==> src/rtl/radio_link_regs_pkg.sv <==
package radio_link_regs_pkg;

    // Register byte offsets on the CPU port
    localparam logic [7:0] STATUS_OFFSET = 8'h04;
    localparam logic [7:0] CONFIG_OFFSET = 8'h08;
    localparam logic [7:0] CTRL_INDEX_OFFSET = 8'h0C;
    localparam logic [7:0] TX_CTRL_OFFSET = 8'h14;
    localparam logic [7:0] PHY_LOOP_OFFSET = 8'h24;
    localparam logic [7:0] LCV_THRESH_OFFSET = 8'h50;
    localparam logic [7:0] SYNC_TIME_OFFSET = 8'h54;

    // Status field positions
    localparam int STAT_RX_LOS_BIT = 0;
    localparam int STAT_RX_STATE_BIT = 1;
    localparam int STAT_HFN_BIT = 2;
    localparam int STAT_BFN_BIT = 3;
    localparam int STAT_LOS_LCV_BIT = 5;
    localparam int STAT_LOS_HOLD_BIT = 8;
    localparam int STAT_STATE_HOLD_BIT = 9;
    localparam int STAT_FREQ_HOLD_BIT = 10;
    localparam int STAT_RFP_HOLD_BIT = 11;

    // Configuration field positions
    localparam int CFG_INSERT_BIT = 0;
    localparam int CFG_LOOP_LSB = 2;
    localparam int CFG_LOOP_MSB = 4;
    localparam int CFG_TX_EN_BIT = 5;

    // Transmit control word fields
    localparam int TXC_INSERT_BIT = 8;
    localparam int TXC_DATA_MSB = 7;

    // Other fields
    localparam int INDEX_MSB = 7;
    localparam int PHY_LOOP_BIT = 0;

    // Reset values
    localparam logic [31:0] REG_RESET = 32'h0000_0000;
    localparam logic [7:0] BYTE_RESET = 8'h00;
    localparam logic [2:0] LOOP_RESET = 3'h0;

    // Decoder violation limit for loss of signal (count above this)
    localparam logic [4:0] LOS_VIOL_LIMIT = 5'h0F;

    typedef enum logic [2:0] {
        LOOP_NONE = 3'b000,
        LOOP_FULL = 3'b001,
        LOOP_IQ = 3'b010,
        LOOP_CM = 3'b011,
        LOOP_CM_VSS = 3'b100
    } loop_mode_type;

endpackage : radio_link_regs_pkg

==> src/rtl/radio_link_status_config_regs.sv <==
`timescale 1ns/1ps
// Overview of operation
// - Status bit 5 flags excessive violations loss
// - Wait timer runs to sync time first
// - Then violations counted up to threshold
// - Status bit 3 shows radio frame sync
// - Status bit 2 shows hyperframe sync
// - Status bit 1 needs all three syncs
// - Status bit 0: violations above fifteen or LOS
// - Config bit 5 enables transmission
// - Hold fields clear on status read
// - Loop select zero means no loopback
// - Mode one returns whole incoming frame
// - Mode two returns IQ, local control
// - Mode three returns control-and-management words
// - Mode four returns C&M and vendor control
// - Loopback only after sync, slave role
// - Physical loop wins over frame loop
// - Config bit 0 globally enables insertion
// - Per-entry insert bit 8, indexed slot
module radio_link_status_config_regs
    import radio_link_regs_pkg::*;
#(
    parameter int DATA_W = 32,
    parameter int SYNC_TIME_W = 24,
    parameter int LCV_THRESH_W = 16
) (
    input wire logic mclk,
    input wire logic rst,
    input wire logic [7:0] cpuAddr,
    input wire logic cpuRead,
    input wire logic cpuWrite,
    input wire logic [31:0] cpuWriteData,
    output logic [31:0] cpuReadData,
    output logic cpuReadValid,
    input wire logic sfpLos,
    input wire logic lcvEvent,
    input wire logic rxFrameSync,
    input wire logic rxHfnSync,
    input wire logic rxBfnSync,
    input wire logic rxRfpPulse,
    input wire logic freqAlarm,
    input wire logic reSlaveMode,
    input wire logic [DATA_W-1:0] rxData,
    input wire logic rxIsCtrl,
    input wire logic rxIsCm,
    input wire logic rxIsVss,
    input wire logic [DATA_W-1:0] localData,
    input wire logic ctrlSlot,
    input wire logic [7:0] ctrlSlotIndex,
    output logic [DATA_W-1:0] txData,
    output logic txEnable,
    output logic phyLoopEnable,
    output logic rxLos,
    output logic lcvLossAlarm,
    output logic rxSyncState
);

    // Software-written configuration
    logic txEnableCfg;
    logic [2:0] loopMode;
    logic insertAll;
    logic [7:0] ctrlIndex;
    logic txCtrlInsert;
    logic [7:0] txCtrlData;
    logic phyLoop;
    logic [SYNC_TIME_W-1:0] syncTime;
    logic [LCV_THRESH_W-1:0] lcvThresh;
    logic next_txEnableCfg;
    logic [2:0] next_loopMode;
    logic next_insertAll;
    logic [7:0] next_ctrlIndex;
    logic next_txCtrlInsert;
    logic [7:0] next_txCtrlData;
    logic next_phyLoop;
    logic [SYNC_TIME_W-1:0] next_syncTime;
    logic [LCV_THRESH_W-1:0] next_lcvThresh;

    // Configuration writes
    always_comb begin
        next_txEnableCfg = txEnableCfg;
        next_loopMode = loopMode;
        next_insertAll = insertAll;
        next_ctrlIndex = ctrlIndex;
        next_txCtrlInsert = txCtrlInsert;
        next_txCtrlData = txCtrlData;
        next_phyLoop = phyLoop;
        next_syncTime = syncTime;
        next_lcvThresh = lcvThresh;
        if (cpuWrite) begin
            unique case (cpuAddr)
                CONFIG_OFFSET: begin
                    next_txEnableCfg = cpuWriteData[CFG_TX_EN_BIT];
                    next_loopMode =
                        cpuWriteData[CFG_LOOP_MSB:CFG_LOOP_LSB];
                    next_insertAll = cpuWriteData[CFG_INSERT_BIT];
                end
                CTRL_INDEX_OFFSET: begin
                    next_ctrlIndex = cpuWriteData[INDEX_MSB:0];
                end
                TX_CTRL_OFFSET: begin
                    next_txCtrlInsert = cpuWriteData[TXC_INSERT_BIT];
                    next_txCtrlData = cpuWriteData[TXC_DATA_MSB:0];
                end
                PHY_LOOP_OFFSET: begin
                    next_phyLoop = cpuWriteData[PHY_LOOP_BIT];
                end
                LCV_THRESH_OFFSET: begin
                    next_lcvThresh = cpuWriteData[LCV_THRESH_W-1:0];
                end
                SYNC_TIME_OFFSET: begin
                    next_syncTime = cpuWriteData[SYNC_TIME_W-1:0];
                end
                default: begin
                end
            endcase
        end
    end

    always_ff @(posedge mclk) begin
        if (rst) begin
            txEnableCfg <= 1'b0;
            loopMode <= LOOP_RESET;
            insertAll <= 1'b0;
            ctrlIndex <= BYTE_RESET;
            txCtrlInsert <= 1'b0;
            txCtrlData <= BYTE_RESET;
            phyLoop <= 1'b0;
            syncTime <= '0;
            lcvThresh <= '0;
        end else begin
            txEnableCfg <= next_txEnableCfg;
            loopMode <= next_loopMode;
            insertAll <= next_insertAll;
            ctrlIndex <= next_ctrlIndex;
            txCtrlInsert <= next_txCtrlInsert;
            txCtrlData <= next_txCtrlData;
            phyLoop <= next_phyLoop;
            syncTime <= next_syncTime;
            lcvThresh <= next_lcvThresh;
        end
    end

    // Excessive violation alarm: wait timer, then violation counter
    logic [SYNC_TIME_W-1:0] waitCount;
    logic waitDone;
    logic [LCV_THRESH_W-1:0] lcvCount;
    logic losLcv;
    logic [SYNC_TIME_W-1:0] next_waitCount;
    logic next_waitDone;
    logic [LCV_THRESH_W-1:0] next_lcvCount;
    logic next_losLcv;
    logic lcvRestart;

    assign lcvRestart = cpuWrite
        && (cpuAddr == LCV_THRESH_OFFSET || cpuAddr == SYNC_TIME_OFFSET);

    always_comb begin
        next_waitCount = waitCount;
        next_waitDone = waitDone;
        next_lcvCount = lcvCount;
        next_losLcv = losLcv;
        if (lcvRestart) begin
            next_waitCount = '0;
            next_waitDone = 1'b0;
            next_lcvCount = '0;
            next_losLcv = 1'b0;
        end else if (!waitDone) begin
            if (waitCount >= syncTime) begin
                next_waitDone = 1'b1;
            end else begin
                next_waitCount = waitCount + 1'b1;
            end
        end else if (lcvCount >= lcvThresh) begin
            next_losLcv = 1'b1;
        end else if (lcvEvent) begin
            next_lcvCount = lcvCount + 1'b1;
        end
    end

    always_ff @(posedge mclk) begin
        if (rst) begin
            waitCount <= '0;
            waitDone <= 1'b0;
            lcvCount <= '0;
            losLcv <= 1'b0;
        end else begin
            waitCount <= next_waitCount;
            waitDone <= next_waitDone;
            lcvCount <= next_lcvCount;
            losLcv <= next_losLcv;
        end
    end

    // Loss of signal and sync state
    logic losMeta;
    logic losSync;
    logic [4:0] violCount;
    logic losFlag;
    logic stateFlag;
    logic hfnFlag;
    logic bfnFlag;
    logic next_losMeta;
    logic next_losSync;
    logic [4:0] next_violCount;
    logic next_losFlag;
    logic next_stateFlag;
    logic next_hfnFlag;
    logic next_bfnFlag;

    always_comb begin
        next_losMeta = sfpLos;
        next_losSync = losMeta;
        next_violCount = violCount;
        if (rxRfpPulse) begin
            next_violCount = '0;
        end else if (lcvEvent && violCount <= LOS_VIOL_LIMIT) begin
            next_violCount = violCount + 1'b1;
        end
        next_losFlag = losSync || (violCount > LOS_VIOL_LIMIT);
        next_stateFlag = rxFrameSync && rxHfnSync && rxBfnSync;
        next_hfnFlag = rxHfnSync;
        next_bfnFlag = rxBfnSync;
    end

    always_ff @(posedge mclk) begin
        if (rst) begin
            losMeta <= 1'b0;
            losSync <= 1'b0;
            violCount <= '0;
            losFlag <= 1'b0;
            stateFlag <= 1'b0;
            hfnFlag <= 1'b0;
            bfnFlag <= 1'b0;
        end else begin
            losMeta <= next_losMeta;
            losSync <= next_losSync;
            violCount <= next_violCount;
            losFlag <= next_losFlag;
            stateFlag <= next_stateFlag;
            hfnFlag <= next_hfnFlag;
            bfnFlag <= next_bfnFlag;
        end
    end

    // Hold fields, cleared by a status read; a new event wins
    logic [3:0] holds;
    logic [3:0] next_holds;
    logic [3:0] holdEvents;
    logic statusRead;

    assign statusRead = cpuRead && cpuAddr == STATUS_OFFSET;
    assign holdEvents = {rxRfpPulse, freqAlarm, !stateFlag, losFlag};

    always_comb begin
        next_holds = (statusRead ? 4'h0 : holds) | holdEvents;
    end

    always_ff @(posedge mclk) begin
        if (rst) begin
            holds <= 4'h0;
        end else begin
            holds <= next_holds;
        end
    end

    // Register reads
    logic [31:0] next_cpuReadData;
    logic [31:0] statusWord;
    logic [31:0] configWord;

    always_comb begin
        statusWord = REG_RESET;
        statusWord[STAT_RX_LOS_BIT] = losFlag;
        statusWord[STAT_RX_STATE_BIT] = stateFlag;
        statusWord[STAT_HFN_BIT] = hfnFlag;
        statusWord[STAT_BFN_BIT] = bfnFlag;
        statusWord[STAT_LOS_LCV_BIT] = losLcv;
        statusWord[STAT_LOS_HOLD_BIT] = holds[0];
        statusWord[STAT_STATE_HOLD_BIT] = holds[1];
        statusWord[STAT_FREQ_HOLD_BIT] = holds[2];
        statusWord[STAT_RFP_HOLD_BIT] = holds[3];
        configWord = REG_RESET;
        configWord[CFG_TX_EN_BIT] = txEnableCfg;
        configWord[CFG_LOOP_MSB:CFG_LOOP_LSB] = loopMode;
        configWord[CFG_INSERT_BIT] = insertAll;
        next_cpuReadData = REG_RESET;
        if (cpuRead) begin
            unique case (cpuAddr)
                STATUS_OFFSET: next_cpuReadData = statusWord;
                CONFIG_OFFSET: next_cpuReadData = configWord;
                CTRL_INDEX_OFFSET: next_cpuReadData[INDEX_MSB:0] = ctrlIndex;
                TX_CTRL_OFFSET: begin
                    next_cpuReadData[TXC_INSERT_BIT] = txCtrlInsert;
                    next_cpuReadData[TXC_DATA_MSB:0] = txCtrlData;
                end
                PHY_LOOP_OFFSET: next_cpuReadData[PHY_LOOP_BIT] = phyLoop;
                LCV_THRESH_OFFSET:
                    next_cpuReadData[LCV_THRESH_W-1:0] = lcvThresh;
                SYNC_TIME_OFFSET:
                    next_cpuReadData[SYNC_TIME_W-1:0] = syncTime;
                default: next_cpuReadData = REG_RESET;
            endcase
        end
    end

    always_ff @(posedge mclk) begin
        if (rst) begin
            cpuReadData <= REG_RESET;
            cpuReadValid <= 1'b0;
        end else begin
            cpuReadData <= next_cpuReadData;
            cpuReadValid <= cpuRead;
        end
    end

    // Transmit word selection ahead of the framer output
    logic loopActive;
    logic takeRx;
    logic insertHit;
    logic [DATA_W-1:0] next_txData;
    logic next_txEnable;

    always_comb begin
        loopActive = loopMode != LOOP_NONE && stateFlag && reSlaveMode
            && !phyLoop;
        takeRx = 1'b0;
        if (loopActive) begin
            unique case (loop_mode_type'(loopMode))
                LOOP_FULL: takeRx = 1'b1;
                LOOP_IQ: takeRx = !rxIsCtrl;
                LOOP_CM: takeRx = rxIsCm;
                LOOP_CM_VSS:
                    takeRx = rxIsCtrl && (rxIsCm || rxIsVss);
                default: takeRx = 1'b0;
            endcase
        end
        insertHit = ctrlSlot && ctrlSlotIndex == ctrlIndex
            && (insertAll || txCtrlInsert);
        next_txData = localData;
        if (!txEnableCfg) begin
            next_txData = '0;
        end else if (takeRx) begin
            next_txData = rxData;
        end else if (insertHit) begin
            next_txData[7:0] = txCtrlData;
        end
        next_txEnable = txEnableCfg;
    end

    always_ff @(posedge mclk) begin
        if (rst) begin
            txData <= '0;
            txEnable <= 1'b0;
        end else begin
            txData <= next_txData;
            txEnable <= next_txEnable;
        end
    end

    assign phyLoopEnable = phyLoop;
    assign rxLos = losFlag;
    assign lcvLossAlarm = losLcv;
    assign rxSyncState = stateFlag;

endmodule : radio_link_status_config_regs

==> config.mk <==
export PLATFORM = sky130hd
export DESIGN_NAME = radio_link_status_config_regs
export DESIGN_NICKNAME = d
export VERILOG_FILES = /design/src/rtl/radio_link_regs_pkg.sv /design/src/rtl/radio_link_status_config_regs.sv
export SDC_FILE = /design/constraint.sdc
export NUM_CORES = 1
export LEC_CHECK = 0
export ABC_AREA = 1
export BUFFER_PORTS_ARGS = -buffer_cell sky130_fd_sc_hd__buf_2
export CAP_MARGIN = 30
export CORE_UTILIZATION = 35
export DETAILED_ROUTE_END_ITERATION = 16
export PLACE_DENSITY = 0.54
export SLEW_MARGIN = 20
export SYNTH_ARGS = -nofsm -noshare
export SYNTH_HDL_FRONTEND = slang
export SYNTH_SLANG_ARGS = --single-unit
==> constraint.sdc <==
create_clock -name mclk -period 2 [get_ports mclk]
set_clock_uncertainty 0.2 [all_clocks]
set_input_delay 0.4 -clock mclk [delete_from_list [all_inputs] [get_ports mclk]]
set_output_delay 0.4 -clock mclk [all_outputs]
set_load 0.02 [all_outputs]
==> results.json <==
{
  "core-area_um2": 24500,
  "gp_congestion": 0.837,
  "cp_slowest_cell": "dfxtp_2",
  "async_reset_ff_frac": 0,
  "grt_pass1_wl_um": 42000,
  "ys.flop_type": "dfxtp_1",
  "io_pins": 198,
  "use_met3": 0.0341,
  "ys_seq_elements": 178,
  "top_usage_layer": "met2",
  "vias_per_cell": 4.79,
  "synth_top_family_by_area": "simple AND/OR/NAND/NOR gates",
  "use_met1": 0.269,
  "dp_hpwl_um": 20000,
  "drv_cap": 0,
  "synth_fa_ha_area_frac": 0.0623,
  "cpMostUsedCell": "nand2_4",
  "antenna_found_initial": 3,
  "grt_overflow": 0,
  "peakVddDrop_mv": 0.400,
  "start_kind": "register",
  "syn_inst": 1230,
  "hp-class": "input port to register",
  "die-area_um2": 25900,
  "wl_um": 27500,
  "synth.avg_cell_area_um2": 7.18,
  "drtAntennaViolNets": 0,
  "grt_use_met2": 0.351,
  "final.setup.worst_slack_ns": -0.0131,
  "syn_to_final_growth_pct": 40.7,
  "hold_viol": 0,
  "setup_viol": 5,
  "report.final.slew_viol_count": 0,
  "initial_core_util": 0.360,
  "cts_tree": "done",
  "period_share": 1.01,
  "root_buffer": "clkbuf_16",
  "synth_edf_count": 0,
  "cts_buffers": 17,
  "p_per_area_nw_per_um2": 593,
  "clk_pin_slew_ns": 0.08,
  "h-tree-depth": 4,
  "grt_pass1_vias": 8243,
  "netlist_top_cells_area": "dfxtp_1 (40%), nand2_1 (9.7%), inv_1 (7.0%), nor2_1 (6.6%), a21oi_1 (6.4%)",
  "fp.dieH_um": 161,
  "place_area_um2": 10800,
  "crit_chain": "inv_2 > ha_4 > nand2_4 > nor2_4 > nand4_1 > nor2_2 > nand2_4 > nand2_8 > clkbuf_16 > nand2_1 > a21oi_2",
  "wl_per_cell_um": 14.7,
  "fmax_mhz": 497,
  "design_area_um2": 12400,
  "yosysWarningCount": 0,
  "synthXorXnorAreaFrac": 0.0198,
  "fin_util": 0.507,
  "path_buf_inv": 2,
  "synth-simple-area-share": 0.244,
  "worstPathRequired_ns": 2.17,
  "grt_max_degree": 50,
  "io_buffers": 181,
  "die_x_um": 161,
  "end_kind": "register",
  "status": "finished, violations left",
  "clk-insertion-delay-late_ns": 0.44,
  "grt.total_usage": 0.206,
  "drtPass1Iterations": 5,
  "ys_seq_area_frac": 0.403,
  "crit_arrival_ns": 2.18,
  "nets": 1704,
  "muxShareOfSynthArea": 0,
  "rsz0062_at_grt": "true",
  "cts_max_path_buffers": 2,
  "cp_top_family": "simple AND/OR/NAND/NOR gates",
  "synth.distinct_cells": 39,
  "crit_fanout": 6,
  "leakage_uw": 0.00548,
  "worstSetupPathType": "register to register",
  "yosysTopAreaCell": "dfxtp_1",
  "place_worst_setup_slack_ns": -0.136,
  "synth_compound_area_frac": 0.168,
  "fin_crit_ns": 2.01,
  "vias": 8955,
  "drive_above_1_share": 0.330,
  "clock_sinks": 178,
  "drc": 0,
  "syn_area_um2": 8830,
  "violations": "negative setup slack",
  "yosys.area.top_type_share": 0.403,
  "critical_path.max_stage_delay_ns": 0.34,
  "drt_iter0_drc": 572,
  "rows": 57
}
cells in the mapped netlist (14+ instances only):
cell and n:
inv_1 164, nand3_1 47, clkbuf_1 22, ha_1 44, nor3_1 19, buf_2 14, o22ai_1 15, nor2_1 156
nand4_1 29, a21oi_1 113, dfxtp_1 178, nand2_1 228, o21ai_0 107
layout make-up:
type,count,area [µm²]
multi-input combinational,842,4990
clock buffer,17,425
sequential,178,3600
antenna,2,5.00
fill,2420,12100
inverter,167,629
clock inverter,14,148
timing repair buffer,326,2230
tap,324,405
timing repair:
item                                    CTS  global route
gates resized for setup                  20           147
endpoints found under the setup margin   41            46
gates cloned                              2             3
pin swaps                                19            48
setup buffers                             4             6
hold buffers                             20             0
endpoints found under the hold margin    19             0
tightest hold or removal path, stage by stage:
cell,delay [ns]
buf_2,0.07
nor2_1,0.03
nor2_1,0.10
logic make-up (layout without fill, tap and decap cells):
group,Yosys count,after routing
AO/OA/AOI/OAI,266,266
XOR/XNOR,20,20
adder cells (fa/ha/maj),44,44
buffers and inverters,217,524
flip-flops,178,178
other,1,10
AND/OR/NAND/NOR,504,504
layout by cell type, fill, tap and decap left out, drive strengths merged, types with 30 or more instances in the layout:
| master | count |
|---|---|
| o21ai | 107 |
| inv | 173 |
| dfxtp | 178 |
| a21oi | 115 |
| ha | 44 |
| nor2 | 162 |
| nand2 | 231 |
| buf | 303 |
| nand4 | 30 |
| nand3 | 47 |
final timing paths:
check,start,end,slack (ns),depth (start not counted)
worst max register to register,syncTime[15]$_SDFFE_PP0P_,waitCount[16]$_SDFFE_PP0P_,-0.01,11
worst max-delay path,syncTime[15]$_SDFFE_PP0P_,waitCount[16]$_SDFFE_PP0P_,-0.01,11
worst min-delay path,localData[8],txData[8]$_SDFF_PP0_,0.002,3
worst min register to register,losMeta$_SDFF_PP0_,losSync$_SDFF_PP0_,0.21,2
where the power goes:
group          leakage, µW  switching (µW)  total [µW]  internal [µW]
clock network     0.000275            1630        3280           1660
registers          0.00145            14.8        3580           3560
logic              0.00376             281         510            229
routing by layer:
| layer | share of wire | up-vias | routed length (µm) |
|---|---|---|---|
| met2 | 0.47 | 233 | 12900 |
| met4 | 0.014 | 2 | 386 |
| met3 | 0.053 | 30 | 1470 |
| met1 | 0.47 | 4078 | 12800 |
| met5 | 0.00047 | - | 13 |
| li1 | - | 4612 | - |
flip-flops by register name (all words and copies together), names as in the netlist, 3 cells and up:
signal	flops
txData	32
loopMode	3
ctrlIndex	8
syncTime	24
holds	4
waitCount	24
txCtrlData	8
lcvCount	16
violCount	5
lcvThresh	16
cpuReadData	24
per-stage QoR:
| stage | power [µW] | hold WS, ns | cells | TNS, ns |
|---|---|---|---|---|
| floorplan | 3850 | 0.188 | 1237 | 0 |
| CTS | 7410 | 0.00199 | 1859 | 0 |
| global placement | 4090 | 0.196 | 1802 | -1.04 |
| global route | 7620 | 0.00916 | 1868 | -2.20 |
| finish | 7370 | 0.00248 | 1870 | -0.0378 |
| detailed placement | 4090 | 0.200 | 1802 | -2.24 |
(Power assumes the default switching activity.)
